<file path="src/design/ihm_defines.vh">
// Purpose: constants for the indirect host microport
// Assumes: 8-bit external port, 11-bit internal address, 32-bit internal data
// Notes: included by ihm_strap and ihm_microport; ihm_sync2 does not include it
`ifndef IHM_DEFINES_VH
`define IHM_DEFINES_VH

`define IHM_EXT_DATA_BYTE_0      3'h0
`define IHM_EXT_DATA_BYTE_1      3'h1
`define IHM_EXT_DATA_BYTE_2      3'h2
`define IHM_EXT_DATA_BYTE_3      3'h3
`define IHM_EXT_CHRESET    3'h4
`define IHM_EXT_SYNC       3'h5
`define IHM_EXT_ADDR_LO    3'h6
`define IHM_EXT_ADDR_HI    3'h7

`define IHM_HI_RDINC_BIT   6
`define IHM_HI_WRINC_BIT   7
`define IHM_SYNC_START_BIT 4
`define IHM_SYNC_HOP_BIT   5
`define IHM_SYNC_BEAM_BIT  6

`define IHM_CHRESET_RST    8'h00
`define IHM_ADDR_HI_RST    8'h00
`define IHM_ADDR_LO_RST    8'h00

`define IHM_CONV_SEPARATE  1'b0
`define IHM_CONV_DSTROBE   1'b1

// internal access length in master clocks
`define IHM_INT_CYCLES     2

`endif

</file>
<file path="src/design/ihm_sync2.v">
// Purpose: two-flop synchroniser for a bus of pin inputs
// Assumes: inputs are asynchronous to clock
// Notes: first stage read only by second stage
`timescale 1ns/10ps
module ihm_sync2 #(
	parameter WIDTH = 1,
	parameter [WIDTH-1:0] RST_VAL = {WIDTH{1'b0}}
) (
	input  wire             clock,
	input  wire             rst_b,
	input  wire [WIDTH-1:0] din,
	output reg  [WIDTH-1:0] dout
);
	reg [WIDTH-1:0] meta_r;

	always @(posedge clock or negedge rst_b) begin
		if (!rst_b) begin
			meta_r <= RST_VAL;
			dout   <= RST_VAL;
		end else begin
			meta_r <= din;
			dout   <= meta_r;
		end
	end
endmodule // ihm_sync2

</file>
<file path="src/design/ihm_strap.v">
// Purpose: capture the bus-convention strap after reset release
// Assumes: strap input already synchronised
// Notes: held constant once caught at the third clock following reset
`timescale 1ns/10ps
`include "ihm_defines.vh"
module ihm_strap (
	input  wire clock,
	input  wire rst_b,
	input  wire strap_sync,
	output reg  convention_r
);
	reg [1:0] wait_r;

	// synchroniser shows its reset value for two edges; catch only after that
	always @(posedge clock or negedge rst_b) begin
		if (!rst_b) begin
			wait_r       <= 2'h0;
			convention_r <= `IHM_CONV_SEPARATE;
		end else if (wait_r != 2'h3) begin
			wait_r       <= wait_r + 2'h1;
			if (wait_r == 2'h2) begin
				convention_r <= strap_sync;
			end
		end
	end
endmodule // ihm_strap

</file>
<file path="src/design/ihm_microport.v">
// Purpose: eight-bit asynchronous host port reaching a 2K x 32 internal space indirectly
// Assumes: host pins asynchronous to clock; internal space answers in two clocks
// Notes: transfer_ack_n is open drain, shown as out/enable pair
`timescale 1ns/10ps
`include "ihm_defines.vh"

// Overview of operation
// strap low: separate read/write strobes; strap high: data strobe plus read-not-write
// host sees only a 3-bit address and 8-bit two-way data bus
// external addresses 0..3 hold the data word, 0 least significant byte
// address 4 is channel reset register; start sync clears that channel's bit
// writes to addresses 4 and 5 act immediately, no internal access
// sync write: bit4 start, bit5 hop, bit6 beam, bits3..0 channels D..A
// sync register is write only; reading it gives zero
// internal space has 11-bit address and 32-bit data
// address 7 bits 2..0 hold the upper three internal address bits
// address 6 holds the lower eight internal address bits
// address 7 bit6 increments after reads, bit7 after writes
// writing byte 0 launches the internal write; write higher bytes first
// reading byte 0 launches the internal read and returns low byte
// fetched word stays in bytes 1..3 for reading in any order
// each internal read or write takes two master clocks
// a 16-bit write uses byte 1 then byte 0 after both addresses
// the address registers may be loaded in either order before the access
// chip select may stay low; each strobe pulse is a fresh access
// separate strobes: wait goes low at access start, released when done
// data strobe: ack low when done, high after the strobe is released
// acknowledge is an open-drain output
// reset register bits 7..4 program enables, bits 3..0 channel wake
// wait or ack stays busy until the two-cycle internal transfer ends
module ihm_microport (
	input  wire        clock,
	input  wire        rst_b,
	input  wire        convention_strap,
	input  wire        chip_sel_n,
	input  wire        rd_n,
	input  wire        wr_n,
	input  wire [2:0]  ext_addr,
	input  wire [7:0]  data_in,
	output reg  [7:0]  data_out,
	output reg         data_oe,
	output reg         ready_r,
	output reg         transfer_ack_n,
	output reg         transfer_ack_oe,
	output reg  [10:0] int_addr,
	output reg  [31:0] int_wdata,
	output reg         int_wr,
	output reg         int_rd,
	input  wire [31:0] int_rdata,
	output reg  [3:0]  prog_enable,
	output reg  [3:0]  chan_awake,
	output reg  [3:0]  start_sync,
	output reg  [3:0]  hop_sync,
	output reg  [3:0]  beam_sync
);
	localparam [4:0] ST_IDLE = 5'h01;
	localparam [4:0] ST_INT1 = 5'h02;
	localparam [4:0] ST_INT2 = 5'h04;
	localparam [4:0] ST_DONE = 5'h08;
	localparam [4:0] ST_HOLD = 5'h10;

	wire        cs_s;
	wire        rd_s;
	wire        wr_s;
	wire [2:0]  addr_s;
	wire [7:0]  din_s;
	wire        strap_s;
	wire        conv;

	reg  [4:0]  state_r;
	reg  [4:0]  state_nxt;
	reg         is_read_r;
	reg  [2:0]  acc_addr_r;
	reg  [7:0]  byte_r [0:3];
	reg  [7:0]  chreset_r;
	reg  [7:0]  addr_lo_r;
	reg  [7:0]  addr_hi_r;
	reg         ihm_phase_r;

	// pin inputs, all through two flops; active-low pins made active high
	ihm_sync2 #(
		.WIDTH   (15),
		.RST_VAL (15'h0000)
	) u_sync (
		.clock (clock),
		.rst_b (rst_b),
		.din   ({~chip_sel_n, ~rd_n, ~wr_n, ext_addr, data_in, convention_strap}),
		.dout  ({cs_s, rd_s, wr_s, addr_s, din_s, strap_s})
	);

	ihm_strap u_strap (
		.clock        (clock),
		.rst_b        (rst_b),
		.strap_sync   (strap_s),
		.convention_r (conv)
	);

	// access request per convention
	wire strobe_sep = cs_s & (rd_s | wr_s);
	wire strobe_ds  = cs_s & rd_s;
	wire access_on  = (conv == `IHM_CONV_DSTROBE) ? strobe_ds : strobe_sep;
	wire access_rd  = (conv == `IHM_CONV_DSTROBE) ? ~wr_s : rd_s; // r/w pin high means read
	wire needs_int  = (addr_s == `IHM_EXT_DATA_BYTE_0);

	always @* begin
		state_nxt = state_r;
		case (state_r)
			ST_IDLE: begin
				if (access_on) begin
					state_nxt = needs_int ? ST_INT1 : ST_DONE;
				end
			end
			ST_INT1: state_nxt = ST_INT2;
			ST_INT2: state_nxt = ST_DONE;
			ST_DONE: state_nxt = ST_HOLD;
			ST_HOLD: begin
				// a new access needs a fresh strobe pulse
				if (!access_on) begin
					state_nxt = ST_IDLE;
				end
			end
			default: state_nxt = ST_IDLE;
		endcase
	end

	wire [10:0] cur_addr = {addr_hi_r[2:0], addr_lo_r};
	wire        inc_rd   = addr_hi_r[`IHM_HI_RDINC_BIT];
	wire        inc_wr   = addr_hi_r[`IHM_HI_WRINC_BIT];
	wire        take     = (state_r == ST_IDLE) & access_on;
	wire        fin_int  = (state_r == ST_INT2);
	wire [10:0] addr_inc = cur_addr + 11'h001;

	always @(posedge clock or negedge rst_b) begin
		if (!rst_b) begin
			state_r     <= ST_IDLE;
			is_read_r   <= 1'b0;
			acc_addr_r  <= 3'h0;
			chreset_r   <= `IHM_CHRESET_RST;
			addr_lo_r   <= `IHM_ADDR_LO_RST;
			addr_hi_r   <= `IHM_ADDR_HI_RST;
			int_addr    <= 11'h000;
			int_wdata   <= 32'h00000000;
			int_wr      <= 1'b0;
			int_rd      <= 1'b0;
			start_sync  <= 4'h0;
			hop_sync    <= 4'h0;
			beam_sync   <= 4'h0;
			ihm_phase_r <= 1'b0;
			byte_r[0]   <= 8'h00;
			byte_r[1]   <= 8'h00;
			byte_r[2]   <= 8'h00;
			byte_r[3]   <= 8'h00;
		end else begin
			state_r    <= state_nxt;
			int_wr     <= 1'b0;
			int_rd     <= 1'b0;
			start_sync <= 4'h0;
			hop_sync   <= 4'h0;
			beam_sync  <= 4'h0;
			if (take) begin
				is_read_r  <= access_rd;
				acc_addr_r <= addr_s;
				if (!access_rd) begin
					case (addr_s)
						`IHM_EXT_DATA_BYTE_0: begin
							byte_r[0] <= din_s;
							int_addr  <= cur_addr;
							int_wdata <= {byte_r[3], byte_r[2], byte_r[1], din_s};
							int_wr    <= 1'b1;
						end
						`IHM_EXT_DATA_BYTE_1: byte_r[1] <= din_s;
						`IHM_EXT_DATA_BYTE_2: byte_r[2] <= din_s;
						`IHM_EXT_DATA_BYTE_3: byte_r[3] <= din_s;
						`IHM_EXT_CHRESET: chreset_r <= din_s;
						`IHM_EXT_SYNC: begin
							// one-cycle sync pulses to selected channels
							if (din_s[`IHM_SYNC_START_BIT]) begin
								start_sync <= din_s[3:0];
								chreset_r[3:0] <= chreset_r[3:0] & ~din_s[3:0];
							end
							if (din_s[`IHM_SYNC_HOP_BIT]) begin
								hop_sync <= din_s[3:0];
							end
							if (din_s[`IHM_SYNC_BEAM_BIT]) begin
								beam_sync <= din_s[3:0];
							end
						end
						`IHM_EXT_ADDR_LO: addr_lo_r <= din_s;
						`IHM_EXT_ADDR_HI: addr_hi_r <= din_s;
						default: ;
					endcase
				end else if (addr_s == `IHM_EXT_DATA_BYTE_0) begin
					int_addr <= cur_addr;
					int_rd   <= 1'b1;
				end
			end
			if (state_r == ST_INT1) begin
				ihm_phase_r <= 1'b1;
			end
			if (fin_int) begin
				ihm_phase_r <= 1'b0;
				if (is_read_r) begin
					// fetched word held for later byte reads
					byte_r[0] <= int_rdata[7:0];
					byte_r[1] <= int_rdata[15:8];
					byte_r[2] <= int_rdata[23:16];
					byte_r[3] <= int_rdata[31:24];
				end
				if ((is_read_r & inc_rd) | (!is_read_r & inc_wr)) begin
					addr_lo_r      <= addr_inc[7:0];
					addr_hi_r[2:0] <= addr_inc[10:8];
				end
			end
		end
	end

	// read mux; sync register reads zero
	reg [7:0] rd_mux;
	always @* begin
		case (acc_addr_r)
			`IHM_EXT_DATA_BYTE_0:   rd_mux = byte_r[0];
			`IHM_EXT_DATA_BYTE_1:   rd_mux = byte_r[1];
			`IHM_EXT_DATA_BYTE_2:   rd_mux = byte_r[2];
			`IHM_EXT_DATA_BYTE_3:   rd_mux = byte_r[3];
			`IHM_EXT_CHRESET: rd_mux = chreset_r;
			`IHM_EXT_SYNC:    rd_mux = 8'h00;
			`IHM_EXT_ADDR_LO: rd_mux = addr_lo_r;
			default:          rd_mux = addr_hi_r;
		endcase
	end

	wire busy = (state_r == ST_IDLE) ? access_on :
	            ((state_r == ST_INT1) | (state_r == ST_INT2));

	// handshake and data pins
	always @(posedge clock or negedge rst_b) begin
		if (!rst_b) begin
			data_out        <= 8'h00;
			data_oe         <= 1'b0;
			ready_r         <= 1'b1;
			transfer_ack_n  <= 1'b0;
			transfer_ack_oe <= 1'b0;
			prog_enable     <= 4'h0;
			chan_awake      <= 4'h0;
		end else begin
			prog_enable <= chreset_r[7:4];
			chan_awake  <= chreset_r[3:0];
			data_out    <= rd_mux;
			// data driven only once the answer is valid
			data_oe     <= is_read_r & access_on &
			               ((state_r == ST_DONE) | (state_r == ST_HOLD));
			if (conv == `IHM_CONV_SEPARATE) begin
				ready_r         <= ~busy;
				transfer_ack_oe <= 1'b0;
			end else begin
				ready_r         <= 1'b1;
				// ack pulled low from done until strobe drops
				transfer_ack_oe <= access_on &
				                   ((state_r == ST_DONE) | (state_r == ST_HOLD));
			end
			transfer_ack_n <= 1'b0;
		end
	end
endmodule // ihm_microport

</file>
<file path="config.mk">
export PLATFORM = sky130hd
export DESIGN_NAME = ihm_microport
export DESIGN_NICKNAME = d
export VERILOG_FILES = /design/src/design/ihm_sync2.v /design/src/design/ihm_strap.v /design/src/design/ihm_microport.v
export VERILOG_INCLUDE_DIRS = /design/src /design/src/design
export SDC_FILE = /design/constraint.sdc
export NUM_CORES = 1
export LEC_CHECK = 0
export BUFFER_PORTS_ARGS = -buffer_cell sky130_fd_sc_hd__buf_2
export CAP_MARGIN = 20
export CORE_AREA = 2 2 124 126
export CTS_BUF_LIST = sky130_fd_sc_hd__clkbuf_16
export DETAILED_ROUTE_END_ITERATION = 7
export DIE_AREA = 0 0 126 128
export PLACE_DENSITY = 0.77
export SLEW_MARGIN = 20
export SYNTH_ARGS = -nofsm -noshare
export SYNTH_HDL_FRONTEND = slang
export SYNTH_SLANG_ARGS = --single-unit
</file>
<file path="constraint.sdc">
create_clock -name clock -period 2.3 [get_ports clock]
set_input_delay 0.46 -clock clock [delete_from_list [all_inputs] [get_ports clock]]
set_output_delay 0.46 -clock clock [all_outputs]
set_load 0.01 [all_outputs]
</file>
Word-level counts from Yosys, hierarchy flattened
Cells that the tools add are included.
{"block": "word_totals", "register_bits": 174, "n_memories": 0, "inputBits": 49, "mem_bits_rw": 0, "rom_bits": 0, "latchBits": 0, "out_inout_bits": 77}
{"block": "op_classes", "n_lt_le_gt_ge": 0, "n_eq_ne": 23, "reduce_logical": 11, "bitwise": 20, "multipliers": 0, "n_addsub": 2, "div_mod_pow": 0, "n_mux": 47, "shift": 0}
{"operator": "2-to-1 mux 32 bit", "count": 4}
{"operator": "2-to-1 mux 8 bit", "count": 9}
{"operator": "2-to-1 mux 4 bit", "count": 14}
{"operator": "case mux 8 bit (7 select lines)", "count": 1}
{"operator": "case mux 5 bit (5 select lines)", "count": 1}
{"operator": "== test 3 bit, second input constant", "count": 7}
{"operator": "2-to-1 mux 3 bit", "count": 5}
{"operator": "== test 3 x 2 -> 1 bit, second input constant", "count": 4}
{"operator": "adder 11 x 1 -> 11 bit, second input constant", "count": 1}
{"operator": "2-to-1 mux 1 bit", "count": 10}
{"operator": "2-to-1 mux 5 bit", "count": 2}
{"operator": "AND reduction 3 bit", "count": 3}
{"operator": "bitwise AND 1 bit", "count": 8}
{"operator": "case mux 4 bit (2 select lines)", "count": 1}
{"operator": "== test 3 x 1 -> 1 bit, second input constant", "count": 2}
{"operator": "zero test 3 bit", "count": 2}
{"operator": "!= test 2 bit, second input constant", "count": 3}
{"operator": "NOT 1 bit", "count": 6}
{"operator": "AND reduction 2 bit", "count": 3}
{"operator": "== test 5 x 1 -> 1 bit, second input constant", "count": 1}
{"operator": "== test 5 x 2 -> 1 bit, second input constant", "count": 1}
{"operator": "== test 5 x 3 -> 1 bit, second input constant", "count": 1}
{"operator": "== test 5 x 4 -> 1 bit, second input constant", "count": 1}
{"operator": "== test 5 bit, second input constant", "count": 1}
{"operator": "9 further kinds", "count": 12}

Logic depth before layout (Yosys ltp)
{"block": "depth", "ltp_word": 7, "ltp_mapped": 8, "mapped_depth_nobuf": 6}

By module
From an unflattened synthesis, not the netlist that was laid out.
{"block": "hier_totals", "hier_cells": 689, "hier_area_um2": 7128.1}
{"mod": "ihm_microport", "instances": 1, "area_each_um2": 6241.0, "seq_area_each_um2": 3530.9, "cells_each": 649}
{"mod": "ihm_sync2", "instances": 1, "area_each_um2": 750.7, "seq_area_each_um2": 750.7, "cells_each": 30}
{"mod": "ihm_strap", "instances": 1, "area_each_um2": 136.4, "seq_area_each_um2": 75.1, "cells_each": 10}

Worst setup path before layout
No wires, ideal clock.
{"block": "synth_timing", "path_type": "reg-to-reg", "startpoint": "register state_r[0]", "endpoint": "register int_addr[10]", "t_arrival_ns": 1.909, "setup_ns": 0.125, "setup_slack_ns": 0.266, "stages_incl_launch_ff": 8, "cell_sequence": "dfstp_2 -> buf_2 -> nor4b_4 -> and2_1 -> nand2_2 -> nor2_1 -> buf_4 -> mux2_2"}
{"block": "synth_between", "elab_chain_cells": 3}
{"element": "start: declaration", "line_no": "ihm_microport.v:70", "source": "reg [4:0] state_r;"}
{"element": "start signal: assignment", "line_no": "ihm_microport.v:154", "source": "state_r <= state_nxt;"}
{"element": "== test 5 x 1 -> 1 bit", "line_no": "ihm_microport.v:129", "source": "wire take = (state_r == ST_IDLE) & access_on;"}
{"element": "bitwise AND 1 bit", "line_no": "ihm_microport.v:129"}
{"element": "AND reduction 2 bit (no source line)"}
{"element": "end signal: assignment", "line_no": "ihm_microport.v:167", "source": "int_addr <= cur_addr;"}
{"element": "end signal: assignment", "line_no": "ihm_microport.v:193", "source": "int_addr <= cur_addr;"}
{"element": "end: declaration", "line_no": "ihm_microport.v:45", "source": "output reg [10:0] int_addr,"}
Every way passes these cells.
A chain may end at the register's enable or synchronous reset.

Final worst setup path
{"block": "layout_timing", "startpoint": "register state_r[0]", "endpoint": "register int_wdata[15]"}
{"block": "layout_between", "elab_chain_cells": 3}
{"element": "== test 5 x 1 -> 1 bit", "line_no": "ihm_microport.v:129"}
{"element": "bitwise AND 1 bit", "line_no": "ihm_microport.v:129"}
{"element": "AND reduction 3 bit (no source line)"}
{"element": "end signal: assignment", "line_no": "ihm_microport.v:168", "source": "int_wdata <= {byte_r[3], byte_r[2], byte_r[1], din_s};"}
{"element": "end: declaration", "line_no": "ihm_microport.v:46", "source": "output reg [31:0] int_wdata,"}
Every way passes these cells.

==> impl_metrics.yaml <==
status:
  status: "completed"
run:
  cap_viol_max_count: 0
routing:
  drc: 0
  num_vias: 5383
  wl_per_cell_um: 18.8
  drtAntennaViolNets: 0
  dr.pass1.iters: 5
  post_drt_via_cell_ratio: 5.58
  finalWirelength_mm: 18.1
  drtIter0Drc: 519
synthesis:
  synth_top_family_by_area: "simple AND/OR/NAND/NOR gates"
  syn_inst: 634
  yosysWarnings: 0
  synthMuxAreaShare_pct: 12.4
  netlist_area_um2: 7220
  synth_edf_count: 0
  yosysMostFrequentCell: "dfrtp_1"
  synth_fa_ha_area_share_pct: 0.520
  syn_area_per_cell_um2: 11.4
  ys_types: 56
  synthSimpleGateAreaFrac_pct: 13.8
  synth_compound_area_share_pct: 9.06
  synth_xor_area_share_pct: 0.485
  synth_flop_cell: "dfrtp_1"
  ys_seq_area_share_pct: 60.3
  yosys.area.top_type: "dfrtp_1"
  synth_top_area_share_pct: 59.6
  synth.area.top_cells: "dfrtp_1 (60%), mux2_2 (7.0%), nand2_1 (5.7%), mux2i_1 (4.2%), o21ai_0 (2.8%)"
  synth_nets: 686
  async_flop_share_pct: 100
  netlist_top_cells_count: "dfrtp_1 (172), nand2_1 (109), mux2_2 (45)"
  synth-seq-cells: 174
worst_setup_path:
  crit_family: "flip-flops"
  worstPathCellList: "nor4b_4 > nand4_1 > buf_4 > nor2_2 > buf_12 > mux2_2"
  critPathLaunchType: "register"
  critPathMaxFanout: 40
  worst-path-buf-inv: 2
  critPathCaptureType: "register"
  cp_slowest_cell: "dfstp_2"
  critPathLaunch: "state_r[0]"
  crit_path_max_incr_delay_ns: 0.62
  arrival_ns: 2.47
  rr_startpoint: "state_r[0]"
  worstPathRequired_ns: 2.62
  worst-setup-path-type: "reg -> reg"
global_routing:
  grt_busiest_layer: "met2"
  grt_pass1_wl_mm: 29.1
  grt_max_degree: 69
  antenna_found_initial: 0
  grt.total_usage_pct: 23.6
  grt_overflow: 0
  grt_util_met1_pct: 31.7
  met3_usage_pct: 4.63
  grt_pass1_vias: 5295
  met2_usage_pct: 37.9
power:
  power.density_nw_per_um2: 1180
  clkPwrFrac_pct: 26.6
  internal-power_mw: 6.85
  peakVddDrop_uv: 564
  p_comb_share_pct: 26.5
  switchingPower_mw: 3.47
  p_leak_nw: 4.22
  power_frac_seq_pct: 46.9
  switching_share_pct: 33.6
placement:
  gp_congestion: 0.922
  hpwl_mm: 12.9
  io_buffers: 124
clock_network:
  cts_tree: "done"
  cts_max_path_buffers: 2
  cts-root-buf: "clkbuf_16"
  clk_pin_slew_ns: 0.07
  clock-sinks: 174
  htreeDepth: 4
  clk_latency_ns: 0.43
  cts_buffers: 17
timing:
  post-route-period-util_pct: 93.8
  relSlewSlack_pct: 56.7
  rsz0062_at_grt: "false"
  tightest_slew_ns: 0.640
  fin_crit_ns: 2.16
  tns_ns: 0
  setup-violations-final: 0
  hold_slack_ns: 0.130
  clock_skew_ns: 0.0121
  fmaxAchievable_ghz: 0.464
  finalMaxSlewViolations: 0
  finalHoldViolations: 0
die:
  die_x_um: 126
  fp.dieH_um: 128
  rows: 45
  coreArea_um2: 14900
  start_util_pct: 48.6
  ios: 126
  die_area_um2: 16100
layout:
  fin_nets: 815
  n_antenna_cell: 0
  syn_to_final_growth_pct: 20.7
  utilization_pct: 58.6
  drive_gt1_share_pct: 31.3
worst_hold_path:
  hp-start: "data_in[6]"
  hp-class: "in -> reg"
==> flip-flops by register name, summed over array words and instances, names as in the netlist, 5 cells and up <==
name and count:
u_sync.meta_r 15, int_wdata 32, addr_hi_r 8, state_r 5, int_addr 11, chreset_r 8
byte_r 32, u_sync.dout 15, data_out 8, addr_lo_r 8
==> cells by family after synthesis <==
family / Yosys count
flip-flops: 174
AO/OA/AOI/OAI: 110
AND/OR/NAND/NOR: 210
adder cells (fa/ha/maj): 3
XOR/XNOR: 4
multiplexers: 79
buffers and inverters: 53
other: 1
==> per-stage QoR <==
step / std cells / worst slack [ns] / power (mW) / instance area [µm²]
finish: 964 / 0.144 / 10.3 / 8710
global route: 964 / 0.00210 / 10.9 / 8710
CTS: 962 / 0.0618 / 10.4 / 8700
detailed placement: 929 / 0.0726 / 7.61 / 8120
global placement: 929 / 0.161 / 7.49 / 8120
floorplan: 634 / 0.266 / 6.36 / 7220
==> final timing paths <==
kind / cells past startpoint / slack (ns) / to
worst min register to register: 0 / 0.34 / u_sync.dout[0]
worst min-delay path: 1 / 0.13 / u_sync.meta_r[7]
min in group asynchronous: 2 / 0.52 / beam_sync[3]
max in group asynchronous: 3 / 1.09 / int_wdata[16]
worst max register to register: 6 / 0.14 / int_wdata[15]
worst max-delay path: 6 / 0.14 / int_wdata[15]
==> worst register-to-register path, cell delays in order (launching register included) <==
cell     delay (ns)
dfstp_2        0.62
nor4b_4        0.33
nand4_1        0.12
buf_4          0.18
nor2_2         0.16
buf_12         0.23
mux2_2         0.40
==> layout by cell type (no fill, tap or decap), types with 3 or more instances in the layout <==
cell type / synthesis / layout
mux2_2: 45 / 45
o211ai_1: 9 / 9
buf_2: 14 / 123
mux2i_1: 30 / 30
dfrtp_1: 172 / 172
nor2_1: 42 / 41
nand4_1: 6 / 6
o21ai_0: 41 / 41
and3_1: 4 / 3
clkinv_4: 0 / 5
nor3b_1: 3 / 3
nor2b_1: 5 / 5
a21oi_1: 21 / 21
a31oi_1: 3 / 3
a21o_1: 3 / 3
nor4b_1: 3 / 3
o21ai_1: 8 / 8
nand2_1: 109 / 109
and2_1: 5 / 5
inv_1: 12 / 13
a211oi_1: 6 / 6
nand3b_1: 3 / 3
buf_12: 0 / 4
o22ai_1: 7 / 7
nor3_1: 7 / 7
ha_1: 3 / 3
nand3_1: 5 / 5
buf_4: 3 / 21
inv_6: 0 / 4
mux4_2: 4 / 4
clkinv_2: 0 / 3
xnor2_1: 3 / 3
clkbuf_16: 0 / 17
==> layer usage <==
layer / wire [µm] / part of all wire (%) / vias to the layer above
met3: 1130 / 6.2 / 41
met4: 524 / 2.9 / 0
met1: 7710 / 43 / 2635
met5: 0 / 0 / -
met2: 8750 / 48 / 237
li1: - / - / 2470
==> power by group through the flow <==
stage,sequential (mW),combinational [mW],clock (mW)
2_1_floorplan,4.71,1.65,0
3_3_place_gp,4.85,2.64,0
3_5_place_dp,4.90,2.71,0
4_1_cts,4.85,2.73,2.79
5_1_grt,4.97,3.01,2.92
6_report,4.84,2.74,2.74
==> layout make-up <==
cell class	instances	area [µm²]
Fill cell	1219	6150
Sequential cell	174	4360
Multi-Input combinational cell	407	2630
Timing Repair Buffer	150	875
Clock buffer	17	425
Tap cell	188	235
Clock inverter	15	139
Inverter	13	48.8
==> timing repair <==
action	CTS	global route
endpoints found under the setup margin	0	48
setup buffers	0	2
hold buffers	1	0
endpoints found under the hold margin	43	0
resized for setup	0	1
Power figures use the tool's default switching activity.
